`config.mk`:
```
export PLATFORM = sky130hd
export DESIGN_NAME = pll_damping_gain_config
export DESIGN_NICKNAME = d
export VERILOG_FILES = /design/src/verilog/pll_damp_pkg.sv /design/src/verilog/damp_lookup_if.sv /design/src/verilog/pll_damping_gain_config.sv /design/src/verilog/damp_lookup.sv
export SDC_FILE = /design/constraint.sdc
export NUM_CORES = 1
export LEC_CHECK = 0
export BUFFER_PORTS_ARGS = -buffer_cell sky130_fd_sc_hd__buf_2
export CORE_MARGIN = 2
export CORE_UTILIZATION = 47
export DETAILED_ROUTE_END_ITERATION = 10
export GPL_TIMING_DRIVEN = 0
export PLACE_DENSITY_LB_ADDON = 0.25
export RECOVER_POWER = 25
export SLEW_MARGIN = 5
export SYNTH_ARGS = -nofsm -noshare
export SYNTH_HDL_FRONTEND = slang
export SYNTH_SLANG_ARGS = --single-unit
```
`constraint.sdc`:
```
create_clock -name mclk -period 3.55 [get_ports mclk]
set_clock_uncertainty 0.2 [all_clocks]
set_input_delay 0.1775 -clock mclk [delete_from_list [all_inputs] [get_ports mclk]]
set_output_delay 0.1775 -clock mclk [all_outputs]
set_load 0.05 [all_outputs]
```
`src/verilog/pll_damp_pkg.sv`:
```
// Constants for the loop damping and gain configuration registers.
// Assumes a 32-bit APB register bus with one aligned word per register.
package pll_damp_pkg;

    // Register indices; byte address is four times the index
    localparam logic [7:0] IDX_SECOND_DAMP = 8'h6A;
    localparam logic [7:0] IDX_FIRST_DAMP = 8'h6B;
    localparam logic [7:0] IDX_SECOND_GAIN = 8'h6C;
    localparam logic [7:0] IDX_FIRST_GAIN = 8'h6D;
    localparam int ADDR_W = 12;
    localparam logic [11:0] ADDR_SECOND_DAMP = {2'h0, IDX_SECOND_DAMP, 2'h0};
    localparam logic [11:0] ADDR_FIRST_DAMP = {2'h0, IDX_FIRST_DAMP, 2'h0};
    localparam logic [11:0] ADDR_SECOND_GAIN = {2'h0, IDX_SECOND_GAIN, 2'h0};
    localparam logic [11:0] ADDR_FIRST_GAIN = {2'h0, IDX_FIRST_GAIN, 2'h0};

    // Damping register layout
    localparam int CODE_LSB = 0;
    localparam int LFGAIN_LSB = 4;
    localparam logic [7:0] DAMP_WMASK = 8'h77;
    localparam logic [7:0] DAMP_RST = 8'h13;
    // Gain register: only the automatic selection enable is held here
    localparam int GAIN_EN_BIT = 7;
    localparam logic GAIN_EN_RST = 1'b1;

    // Loop bandwidth codes as the rest of the unit delivers them
    localparam logic [1:0] BW_18HZ = 2'h3;
    localparam logic [1:0] BW_35HZ = 2'h0;
    localparam logic [1:0] BW_70HZ = 2'h1;

    // Damping factor in tenths
    localparam logic [7:0] DF_1P2 = 8'h0C;
    localparam logic [7:0] DF_2P5 = 8'h19;
    localparam logic [7:0] DF_5 = 8'h32;
    localparam logic [7:0] DF_10 = 8'h64;
    localparam logic [7:0] DF_20 = 8'hC8;
    // Gain peak in hundredths of a dB
    localparam logic [7:0] GP_1P2 = 8'h28;
    localparam logic [7:0] GP_2P5 = 8'h14;
    localparam logic [7:0] GP_5 = 8'h0A;
    localparam logic [7:0] GP_10 = 8'h06;
    localparam logic [7:0] GP_20 = 8'h03;

endpackage

```
`src/verilog/damp_lookup_if.sv`:
```
// Carries one loop's damping code and bandwidth to the lookup and back.
// Assumes the lookup is purely combinational on the same clock.
`timescale 1ns/100ps
`default_nettype none
interface damp_lookup_if;
    logic [2:0] code;
    logic [1:0] bw;
    logic [7:0] factor;
    logic [7:0] peak;
    logic reserved;
    modport cfg (output code, output bw, input factor, input peak,
        input reserved);
    modport lookup (input code, input bw, output factor, output peak,
        output reserved);
endinterface
`default_nettype wire

```
`src/verilog/pll_damping_gain_config.sv`:
```
// Damping and low-frequency gain configuration for the two loops.
// Assumes an APB master on mclk and bandwidth/mode inputs from mclk logic.
// Operation
// - The applied damping factor comes from the code, and for codes 4 and 5 also from the bandwidth now in force.
// - Gain peak follows the factor: 0.4, 0.2, 0.1, 0.06, 0.03 dB for 1.2, 2.5, 5, 10, 20.
// - Bits 6 to 4 of the damping register hold the analog gain for references at or below 8 kHz.
// - That gain field applies only while bit 7 of the loop's gain register enables automatic selection.
//
// The implementer's own choice: register access over APB.
`timescale 1ns/100ps
`default_nettype none
module pll_damping_gain_config (
    input wire logic mclk,
    input wire logic nrst,
    input wire logic psel,
    input wire logic penable,
    input wire logic pwrite,
    input wire logic [pll_damp_pkg::ADDR_W-1:0] paddr,
    input wire logic [31:0] pwdata,
    output logic [31:0] prdata,
    output logic pready,
    output logic pslverr,
    input wire logic [1:0][1:0] loop_bandwidth,
    input wire logic [1:0] analog_feedback,
    input wire logic [1:0] ref_at_or_below_8k,
    output logic [1:0][7:0] damping_factor,
    output logic [1:0][7:0] gain_peak,
    output logic [1:0] damping_reserved,
    output logic [1:0][2:0] lowfreq_gain,
    output logic [1:0] lowfreq_gain_active
);
    import pll_damp_pkg::*;

    // Index 0 is the first loop, index 1 the second
    logic [1:0][7:0] damp_ff;
    logic [1:0] gain_en_ff;
    logic [31:0] prdata_ff;
    logic pready_ff;
    logic pslverr_ff;
    logic [31:0] nxt_prdata;
    logic nxt_pslverr;
    logic access;
    logic hit_first_damp;
    logic hit_second_damp;
    logic hit_first_gain;
    logic hit_second_gain;

    // Word decode; low address bits must be zero
    assign hit_first_damp = (paddr == ADDR_FIRST_DAMP);
    assign hit_second_damp = (paddr == ADDR_SECOND_DAMP);
    assign hit_first_gain = (paddr == ADDR_FIRST_GAIN);
    assign hit_second_gain = (paddr == ADDR_SECOND_GAIN);
    assign access = psel && penable && pready_ff;

    // Read mux; unmapped addresses read zero and flag an error
    always_comb begin
        nxt_prdata = 32'h0000_0000;
        nxt_pslverr = 1'b0;
        if (hit_first_damp) begin
            nxt_prdata = {24'h00_0000, damp_ff[0]};
        end else if (hit_second_damp) begin
            nxt_prdata = {24'h00_0000, damp_ff[1]};
        end else if (hit_first_gain) begin
            nxt_prdata = {24'h00_0000, gain_en_ff[0], 7'h00};
        end else if (hit_second_gain) begin
            nxt_prdata = {24'h00_0000, gain_en_ff[1], 7'h00};
        end else begin
            nxt_pslverr = 1'b1;
        end
    end

    // One wait-free access cycle: ready rises for the access phase only
    always_ff @(posedge mclk or negedge nrst) begin
        if (!nrst) begin
            pready_ff <= 1'b0;
            pslverr_ff <= 1'b0;
            prdata_ff <= 32'h0000_0000;
        end else begin
            pready_ff <= psel && !penable;
            pslverr_ff <= psel && !penable && nxt_pslverr;
            if (psel && !penable && !pwrite) begin
                prdata_ff <= nxt_prdata;
            end
        end
    end

    // Damping registers; unused bits are masked off on write
    always_ff @(posedge mclk or negedge nrst) begin
        if (!nrst) begin
            damp_ff[0] <= DAMP_RST;
            damp_ff[1] <= DAMP_RST;
        end else if (access && pwrite) begin
            if (hit_first_damp) begin
                damp_ff[0] <= pwdata[7:0] & DAMP_WMASK;
            end
            if (hit_second_damp) begin
                damp_ff[1] <= pwdata[7:0] & DAMP_WMASK;
            end
        end
    end

    // Automatic gain selection enables
    always_ff @(posedge mclk or negedge nrst) begin
        if (!nrst) begin
            gain_en_ff <= {GAIN_EN_RST, GAIN_EN_RST};
        end else if (access && pwrite) begin
            if (hit_first_gain) begin
                gain_en_ff[0] <= pwdata[GAIN_EN_BIT];
            end
            if (hit_second_gain) begin
                gain_en_ff[1] <= pwdata[GAIN_EN_BIT];
            end
        end
    end

    assign prdata = prdata_ff;
    assign pready = pready_ff;
    assign pslverr = pslverr_ff;

    // Per-loop lookup and registered loop settings
    for (genvar i = 0; i < 2; i++) begin : g_loop
        damp_lookup_if lk ();
        logic [7:0] factor_ff;
        logic [7:0] peak_ff;
        logic reserved_ff;
        logic [2:0] lfgain_ff;
        logic lfactive_ff;
        logic nxt_lfactive;

        assign lk.code = damp_ff[i][CODE_LSB +: 3];
        assign lk.bw = loop_bandwidth[i];

        damp_lookup u_lookup (
            .lk(lk)
        );

        // Gain field only counts in analog mode at low reference rate
        assign nxt_lfactive = gain_en_ff[i] && analog_feedback[i]
            && ref_at_or_below_8k[i];

        // Registered so the loop sees stable settings
        always_ff @(posedge mclk or negedge nrst) begin
            if (!nrst) begin
                factor_ff <= 8'h00;
                peak_ff <= 8'h00;
                reserved_ff <= 1'b0;
                lfgain_ff <= 3'h0;
                lfactive_ff <= 1'b0;
            end else begin
                factor_ff <= lk.factor;
                peak_ff <= lk.peak;
                reserved_ff <= lk.reserved;
                lfactive_ff <= nxt_lfactive;
                lfgain_ff <= nxt_lfactive
                    ? damp_ff[i][LFGAIN_LSB +: 3] : 3'h0;
            end
        end

        assign damping_factor[i] = factor_ff;
        assign gain_peak[i] = peak_ff;
        assign damping_reserved[i] = reserved_ff;
        assign lowfreq_gain[i] = lfgain_ff;
        assign lowfreq_gain_active[i] = lfactive_ff;
    end
endmodule
`default_nettype wire

```
`src/verilog/damp_lookup.sv`:
```
// Maps a damping code and loop bandwidth to damping factor and gain peak.
// Assumes registered use of its outputs by the instantiating block.
`timescale 1ns/100ps
`default_nettype none
module damp_lookup (
    damp_lookup_if.lookup lk
);
    import pll_damp_pkg::*;

    // Factor depends on the bandwidth in force for codes 4 and 5
    always_comb begin
        lk.factor = 8'h00;
        lk.reserved = 1'b0;
        unique case (lk.code)
            3'h1: lk.factor = DF_1P2;
            3'h2: lk.factor = DF_2P5;
            3'h3: lk.factor = DF_5;
            3'h4: begin
                if (lk.bw == BW_18HZ) begin
                    lk.factor = DF_5;
                end else if (lk.bw == BW_35HZ || lk.bw == BW_70HZ) begin
                    lk.factor = DF_10;
                end else begin
                    lk.reserved = 1'b1; // Unused bandwidth code
                end
            end
            3'h5: begin
                if (lk.bw == BW_18HZ) begin
                    lk.factor = DF_5;
                end else if (lk.bw == BW_35HZ) begin
                    lk.factor = DF_10;
                end else if (lk.bw == BW_70HZ) begin
                    lk.factor = DF_20;
                end else begin
                    lk.reserved = 1'b1;
                end
            end
            default: lk.reserved = 1'b1; // 000, 110, 111
        endcase
    end

    // Gain peak follows the chosen factor
    always_comb begin
        unique case (lk.factor)
            DF_1P2: lk.peak = GP_1P2;
            DF_2P5: lk.peak = GP_2P5;
            DF_5: lk.peak = GP_5;
            DF_10: lk.peak = GP_10;
            DF_20: lk.peak = GP_20;
            default: lk.peak = 8'h00;
        endcase
    end
endmodule
`default_nettype wire

```
; ---- Word-level counts from Yosys, hierarchy flattened
; Index checks and enable logic that the tools add are counted.
[word_totals]
register_bits = 90
latch_bits = 0
mem_bits_rw = 0
mem_bits_ro = 0
output_inout_bits = 76
wordCells = 103
memories = 0
[op_classes]
n_addsub = 0
multipliers = 0
n_div = 0
n_lt_le_gt_ge = 0
n_eq_ne = 28
shift = 0
n_mux = 36
n_bitwise = 0
reduce_logical = 22
[ops]
columns = cell, count
row1 = $mux 8, 10
row2 = $pmux 8 s5, 2
row3 = $mux 32, 2
row4 = $pmux 6 s5, 2
row5 = $eq 12x9->1 const B, 4
row6 = $eq 8x4->1 const B, 2
row7 = $eq 8x5->1 const B, 2
row8 = $eq 8x6->1 const B, 2
row9 = $eq 8x7->1 const B, 2
row10 = $eq 8x8->1 const B, 2
row11 = $mux 1, 14
row12 = $mux 7, 2
row13 = $eq 3x2->1 const B, 4
row14 = $eq 3x3->1 const B, 4
row15 = $logic_and 1x1->1, 10
row16 = $reduce_and 2->1, 4
row17 = $eq 3x1->1 const B, 2
row18 = $mux 3, 2
row19 = $pmux 1 s3, 2
row20 = $reduce_or 3->1, 2
row21 = $eq 2x1->1 const B, 2
row22 = $eq 2x2->1 const B, 2
row23 = $logic_not 2->1, 2
row24 = $logic_not 1->1, 2
row25 = $logic_or 1x1->1, 2

; ---- Logic depth before layout (Yosys ltp)
; Gate-level depths: netlist of run 1.
[logic_depth]
ltp_word = 7
depth_mapped = 8
ltp_nobuf = 7

; ---- Modules after synthesis
; From an unflattened synthesis of run 1, not the netlist that was laid out.
[unflattened]
cells_unflattened = 269
hier_area_um2 = 3259.4
[modules_own_cells]
columns = module, instances, cells_per_inst, area_per_inst_um2, seq_area_each_um2
row1 = pll_damping_gain_config, 1, 157, 2371.0, 1636.6
row2 = damp_lookup, 2, 56, 444.2, 0.0

; ---- Worst setup path before layout of run 1
; OpenSTA, ideal clock, no wires.
[synth_path]
path_kind = reg-to-reg
startpoint = register damp_ff[9] in the netlist's numbering
endpoint = register g_loop[1].peak_ff[1]
setup_ps = 78
arrival_time_ps = 1745
required_ps = 3272
slack_ps = 1527
stages_incl_launch_ff = 7
n_path_buf = 1
synth_period_minus_slack_ps = 2023
cell_sequence = dfstp_2 > inv_1 > ha_1 > clkbuf_2 > or3_1 > nor4_2 > o21bai_1
[synth_between]
elab_chain_cells = 4
elab_cells_between_ends = 12
classes_between = eq/ne: 10 / mux: 2
[synth_rtl]
columns = item, line
row1 = from (decl), pll_damping_gain_config.sv:35  ; logic [1:0][7:0] damp_ff;
row2 = "$eq 3x3->1, or another cell as far along", damp_lookup.sv:14  ; unique case (lk.code)
row3 = $pmux 8 s5 *, damp_lookup.sv:14
row4 = "$eq 8x8->1, or another cell as far along", damp_lookup.sv:44  ; unique case (lk.factor)
row5 = $pmux 6 s5 *, damp_lookup.sv:44
row6 = via g_loop[1].lk.peak[1], damp_lookup_if.sv:9  ; logic [7:0] peak;
row7 = to (signal assigned), pll_damping_gain_config.sv:151  ; peak_ff <= lk.peak;
row8 = to (decl), pll_damping_gain_config.sv:124  ; logic [7:0] peak_ff;
; Mark *: on every way through the listed nets, which the timed path passes. The rest lies on a longest branch.
; A chain may end at the register's enable or synchronous reset.

; ---- Final worst setup path of run 1
[layout_path]
startpoint = input port paddr[0] in the netlist's numbering
endpoint = register pslverr_ff, in the netlist pslverr
[layout_between]
elab_chain_cells = 6
elab_cells_between_ends = 9
classes_between = eq/ne: 4 / mux: 4 / reduce/logical: 1
[layout_rtl]
columns = item, line
row1 = from (decl), pll_damping_gain_config.sv:18  ; input wire logic [pll_damp_pkg::ADDR_W-1:0] paddr,
row2 = $eq 12x9->1, pll_damping_gain_config.sv:52  ; assign hit_second_gain = (paddr == ADDR_SECOND_GAIN);
row3 = $mux 1, pll_damping_gain_config.sv:65  ; end else if (hit_second_gain) begin
row4 = $mux 1, pll_damping_gain_config.sv:63  ; end else if (hit_first_gain) begin
row5 = $mux 1, pll_damping_gain_config.sv:61  ; end else if (hit_second_damp) begin
row6 = $mux 1 *, pll_damping_gain_config.sv:59  ; if (hit_first_damp) begin
row7 = $logic_and 1x1->1 *, pll_damping_gain_config.sv:80  ; pslverr_ff <= psel && !penable && nxt_pslverr;
row8 = to (signal assigned), pll_damping_gain_config.sv:80
row9 = to (decl), pll_damping_gain_config.sv:39  ; logic pslverr_ff;
; Mark *: on every way between the ends. The rest lies on a longest branch, timed or not.

==> results of run 1 <==
==> cell type report <==
class / count / share of cell area (%)
clock inverter: 3 / 1.07
inverter: 11 / 1.04
multi-input combinational: 184 / 31.2
clock buffer: 13 / 4.25
tap: 77 / 2.42
buffer: 42 / 7.30
sequential: 61 / 38.6
timing repair buffer: 95 / 14.1
==> state kept, by name, summed over array words and instances (netlist names) <==
signal and flops:
damp_ff 12, g_loop.factor_ff 16, g_loop.lfactive_ff 2, g_loop.lfgain_ff 6, g_loop.peak_ff 12, g_loop.reserved_ff 2
gain_en_ff 2, prdata 7, pready 1, pslverr 1
==> placed cells by master (no fill, tap or decap), types with 2 or more instances in the layout <==
master | netlist | final
a2111o_1 | 2 | 2
a21oi_1 | 8 | 8
and2_0 | 1 | 3
and2_1 | 7 | 5
and2b_1 | 3 | 3
and3_1 | 5 | 5
buf_2 | 3 | 80
buf_4 | 34 | 34
clkbuf_1 | 4 | 5
clkbuf_2 | 1 | 2
clkbuf_8 | 0 | 12
conb_1 | 1 | 29
dfrtp_1 | 53 | 53
dfstp_1 | 0 | 2
dfstp_2 | 8 | 6
dlygate4sd3_1 | 0 | 17
ha_1 | 15 | 15
inv_1 | 11 | 11
mux2_2 | 15 | 15
mux2i_1 | 8 | 8
nand2_1 | 20 | 20
nand2b_1 | 2 | 2
nand3_1 | 3 | 3
nand3b_1 | 3 | 3
nor2_1 | 12 | 12
nor2b_1 | 6 | 6
nor3_1 | 5 | 5
nor4_1 | 2 | 2
o21ai_0 | 13 | 13
o21bai_1 | 3 | 3
o22ai_1 | 2 | 2
o2bb2ai_1 | 2 | 2
o31ai_1 | 2 | 2
==> layer usage <==
metal  part of all wire, %  wire [um]  vias up
met4                   1.6         97        0
li1                      -          -     1117
met2                    50       2980       79
met1                    43       2610     1053
met3                   5.3        316        8
met5                     0          0        -
==> worst max-delay path: cells and delay by family <==
| kind | cells | cell delay, ns |
|---|---|---|
| AO/OA/AOI/OAI | 1 | 0.07 |
| buffers and inverters | 4 | 1.80 |
| AND/OR/NAND/NOR | 1 | 0.34 |
==> path summary, 6_finish.rpt <==
check / startpoint / cells after the start / slack (ns) / end
setup / recovery: paddr[0] / 6 / 1.17 / pslverr$_DFF_PN0_
hold / removal: paddr[4] / 3 / 0.01 / prdata[7]$_DFFE_PN0P_
setup reg to reg: damp_ff[9]$_DFFE_PN1P_ / 7 / 1.27 / g_loop[1].peak_ff[1]$_DFF_PN0_
hold reg to reg: prdata[0]$_DFFE_PN0P_ / 2 / 0.28 / prdata[0]$_DFFE_PN0P_
max in group asynchronous: nrst / 2 / 1.76 / prdata[5]$_DFFE_PN0P_
min in group asynchronous: nrst / 2 / 0.53 / g_loop[1].lfactive_ff$_DFF_PN0_
==> cells in the mapped netlist, types with 2 or more instances <==
library cell | count | area, um2
a2111o_1 | 2 | 22.5
a21oi_1 | 8 | 40.0
and2_1 | 7 | 43.8
and2b_1 | 3 | 22.5
and3_1 | 5 | 31.3
buf_2 | 3 | 15.0
buf_4 | 34 | 255
clkbuf_1 | 4 | 15.0
dfrtp_1 | 53 | 1330
dfstp_2 | 8 | 210
ha_1 | 15 | 188
inv_1 | 11 | 41.3
mux2_2 | 15 | 169
mux2i_1 | 8 | 80.1
nand2_1 | 20 | 75.1
nand2b_1 | 2 | 12.5
nand3_1 | 3 | 15.0
nand3b_1 | 3 | 22.5
nor2_1 | 12 | 45.0
nor2b_1 | 6 | 37.5
nor3_1 | 5 | 25.0
nor4_1 | 2 | 12.5
o21ai_0 | 13 | 65.1
o21bai_1 | 3 | 22.5
o22ai_1 | 2 | 12.5
o2bb2ai_1 | 2 | 17.5
o31ai_1 | 2 | 15.0
==> cell families (layout without fill, tap and decap cells) <==
kind of cell | count (synthesis) | after routing | share of synthesized area (%)
buf+inv | 53 | 164 | 11.0
mux | 23 | 23 | 8.29
compound gates | 37 | 37 | 7.83
flops | 61 | 61 | 51.2
other cells | 1 | 29 | 0.125
xor+xnor | 1 | 1 | 0.292
simple gates | 79 | 79 | 15.0
fa+ha+maj | 15 | 15 | 6.25
==> per-stage QoR <==
| step | power (mW) | instance area [um2] | utilization, % | hold slack, ns |
|---|---|---|---|---|
| 4_1_cts | 1.52 | 3980 | 63.3 | 0.000500 |
| 6_report | 1.51 | 3980 | 63.3 | 0.0148 |
| 5_1_grt | 1.57 | 3980 | 63.3 | 0.0351 |
| 3_5_place_dp | 0.867 | 3590 | 57.3 | 0.187 |
| 2_1_floorplan | 0.826 | 3110 | - | -0.318 |
| 3_3_place_gp | 0.865 | 3590 | 57.3 | 0.184 |
==> power by group through the flow <==
stage	clock, mW	sequential, mW	combinational, mW
floorplan	0	0.715	0.112
global placement	0	0.710	0.155
detailed placement	0	0.710	0.157
CTS	0.658	0.697	0.169
global route	0.693	0.697	0.182
finish	0.639	0.697	0.169
==> timing repair <==
action / 4_1_cts / 5_1_grt
hold buffers: 17 / 0
hold endpoints to repair: 71 / 0
setup endpoints to repair: 0 / 0
==> metrics.txt, run 1 <==
Slew Limit Fails 0; WL final about 6000 um; fin nets 476; Starting Density 47.8%; worst skew pair latency ~0.33 ns; Boundary Pins about 130; crit-path max FO 2; fin cells 486; Logic pwr share 11.2%; CP startpoint kind primary input; synthesized area per cell around 11 um2; H-tree depth 3; register area 1540 um2; clock buffer depth 2; vias in the first global route 2,149; WS Path Type in2reg; Final Cycle Share 67.1%; Final Setup Violations 0; DP Cell Count 453; maximum operating frequency 420 MHz; Area Growth Syn to Fin 32.4%; max incr delay on CP 0.60 ns; switching pwr 0.372 mW; Reg clk slew, reported paths 0.06 ns; DR vias/cell 4.64; Setup TNS 0 ns; Post-DP HPWL 4230 um; RSZ-0062 raised after global routing no; initial antenna violation count 0; GRT met2 Usage 29.3%; DIE AREA 7040 um2; largest net degree at the start of global routing 62; area occupied by multi-input gates 1240 um2; layout cells sized above 1 38.4%; cts bufs inserted 9; fin crit period 2.38 ns; Worst-Margin Slew 1.43 ns; CP required 3.56 ns; port bufs between 70 and 80; GPL Wtd Cong 0.822; first-pass GRT wire length 9790 um; DIE HEIGHT 83.9 um; final setup margin 1.17 ns; Vias 2,257; root buffer cell clkbuf_8; Slew HR 4.42%; Seq cells post-synth between 60 and 70; Routed wire per std cell 12.4 um; global-route met3 utilization 4.65%; Seq/Total Area, Yosys about half; Post-CTS Setup Repair Bufs 0; Max Cap Violations 0; slowest CP cell dlygate4sd3_1; Cell Area, Synth roughly 3000 um2; Die W around 84 um; GRT busiest layer met2; fillers between 500 and 600; DRC 0; pwr/cell area 379 nW/um2; DR pass1 iterations 4; Iteration-0 DRC Markers 47; Netlist cell types 46; ANT cells 0; global-route usage over all layers 17.6%; crit-path cells dlygate4sd3_1, buf_2, nor4_1, dlygate4sd3_1, a21boi_0, dlygate4sd3_1; Hold Path Class in2reg; worst slack, placed 1.31 ns; most used cell, CP dlygate4sd3_1; static leakage 2.21 nW; Clock Sink Count 61; Async SR Flop Fraction 100%; Fin. Hold Viols 0; total global routing overflow 0; Antenna Nets Post-Route 0; Net Sw Frac 24.7%; crit path DAT 2.40 ns; Peak VDD IR 0.398 mV; Synth Instances 270; Critical Path Sink Type flop; EDFF count, synth 0; met1 usage in global routing 21.8%; CTS tree built; core area 6280 um2; # rows 29; status finished clean; sequential share of power 46.3%; # resized after CTS 0; Pint 1.13 mW; ys flop type dfrtp_1; YS warnings 0; Clk network pwr share 42.4%
Note: power is estimated with default switching activity, not from simulation.
==> inputs of run 2 (changes only) <==
clock period = 2.2 ns   (was 3.55 ns; I/O delays follow)
==> run 2 against run 1 <==
Highest routed layer unchanged. Via count rose by 1.5%. Register-to-register slack got worse by 1.2 ns. Utilization increased by 0.88 points. Count of clock-buffer cells in the layout stayed put. Critical path type is now reg2reg. Total power up 62%. Worst setup slack lost 1.1 ns. Global-route usage is 0.19 points higher.
==> metrics.txt, run 2 (same netlist as run 1, synthesis figures left out) <==
Net Sw Frac 24.7%; Post-DP HPWL 4230 um; Peak VDD IR 0.643 mV; sequential share of power 46.3%; Reg clk slew, reported paths about 0.07 ns; register area 1540 um2; total global routing overflow 0; max incr delay on CP 0.53 ns; DRC 0; H-tree depth 3; ANT cells 0; CP required 2.26 ns; switching pwr 0.601 mW; CP delay by family, top simple AND/OR/NAND/NOR gates; DR vias/cell 4.69; Max Cap Violations 0; DIE HEIGHT 83.9 um; Starting Density between 40 and 50%; crit-path max FO 10; CTS tree built; global-route usage over all layers 17.8%; Vias 2,291; Final Cycle Share 95.1%; Critical Path Sink Type flop; Buf/Inv on CP 2; WL final 6100 um; Logic pwr share 11.4%; initial antenna violation count 0; core area between 6000 and 7000 um2; Hold Path Class in2reg; fin cells ~490; Iteration-0 DRC Markers 40; maximum operating frequency approximately 480 MHz; crit-path cells inv_1, ha_1, buf_2, or3_1, nor4_4, o21bai_1; slowest CP cell dfstp_2; Boundary Pins 133; Fin. Hold Viols 0; vias in the first global route between 2,000 and 2,500; most common cell after layout, fill and taps aside buf_2; Worst-Margin Slew 1.43 ns; pwr/cell area 603 nW/um2; Area Growth Syn to Fin 34.3%; Die W between 80 and 90 um; Slew HR between 4 and 5%; most frequent cells in the layout buf_2 (80), dfrtp_1 (53), buf_4 (35); root buffer cell clkbuf_8; Routed wire per std cell 12.5 um; CP startpoint kind flop; WS Path Type reg2reg; final setup margin 0.107 ns; Pint 1.83 mW; worst slack, placed -0.0396 ns; DP Cell Count roughly 450; Clk network pwr share 42.3%; crit path DAT 2.15 ns; layout cells sized above 1 39.3%; Top reg by flops g_loop.factor_ff; Clock Sink Count 61; worst skew pair latency 0.33 ns; Reg2Reg Setup Slack between 0.1 and 0.15 ns; largest net degree at the start of global routing 62; largest registers g_loop.factor_ff x16, damp_ff x12, g_loop.peak_ff x12; fillers 517; RSZ-0062 raised after global routing no; Final Setup Violations 0; fin crit period 2.09 ns; static leakage approximately 2.2 nW; cts bufs inserted 9; Slew Limit Fails 0; first-pass GRT wire length between 9000 and 10,000 um; status finished clean; fin nets between 400 and 500; Total Power between 2 and 2.5 mW; # rows 29; GPL Wtd Cong approximately 0.82; Largest register FFs 16; area occupied by multi-input gates around 1300 um2; DR pass1 iterations 4; clock buffer depth 2; Antenna Nets Post-Route 0; port bufs 78; DIE AREA 7040 um2
[run 2: cell type report]
type	instances	area share (%)
Multi-Input combinational cell	184	31.4
Inverter	11	1.02
Sequential cell	61	38.1
Buffer	42	7.26
Clock buffer	13	4.19
Clock inverter	3	1.06
Timing Repair Buffer	98	14.6
Tap cell	77	2.39
[run 2: repair_timing]
action                                  4_1_cts  5_1_grt
gates resized for setup                       0        7
cloned                                        0        0
pin swaps                                     1        1
hold buffers                                 19        1
setup buffers                                 1        0
endpoints found under the setup margin        1        4
endpoints found under the hold margin        76        1
[run 2: worst paths after layout]
path,cells after the start,endpoint,startpoint
max in group asynchronous,2,g_loop[0].lfgain_ff[1]$_DFF_PN0_,nrst
min,3,g_loop[1].lfgain_ff[1]$_DFF_PN0_,ref_at_or_below_8k[1]
min reg2reg,2,prdata[0]$_DFFE_PN0P_,prdata[0]$_DFFE_PN0P_
min in group asynchronous,2,g_loop[1].lfactive_ff$_DFF_PN0_,nrst
max,6,g_loop[1].peak_ff[1]$_DFF_PN0_,damp_ff[9]$_DFFE_PN1P_
max reg2reg,6,g_loop[1].peak_ff[1]$_DFF_PN0_,damp_ff[9]$_DFFE_PN1P_
[run 2: through the flow]
| step | setup TNS, ns | util (%) | hold WS [ns] | area (um2) |
|---|---|---|---|---|
| after floorplan | 0 | - | -0.386 | 3110 |
| after global placement | -0.0259 | 57.3 | 0.116 | 3590 |
| after detailed placement | -0.0396 | 57.3 | 0.119 | 3590 |
| after CTS | 0 | 63.8 | 0.00183 | 4000 |
| after global routing | 0 | 64.2 | 0.0243 | 4030 |
| final | 0 | 64.2 | 0.00377 | 4030 |
[run 2: per-layer routing]
metal  routed length (um)  share of wire, %  global-route usage, %
met5                    0                 0                      0
met4                  103               1.7                   7.04
met3                  313               5.1                   4.75
met2                 3040                50                   29.2
met1                 2640                43                   22.4
[run 2: worst min-delay path, cell delays in order]
cell    delay (ns)
buf_2         0.07
and3_1        0.19
and2_1        0.13
[run 2: power groups by stage]
stage	sequential (mW)	clock [mW]	combinational, mW
2_1_floorplan	1.15	0	0.180
3_3_place_gp	1.15	0	0.250
3_5_place_dp	1.15	0	0.253
4_1_cts	1.13	1.06	0.276
5_1_grt	1.12	1.12	0.300
6_report	1.13	1.03	0.278
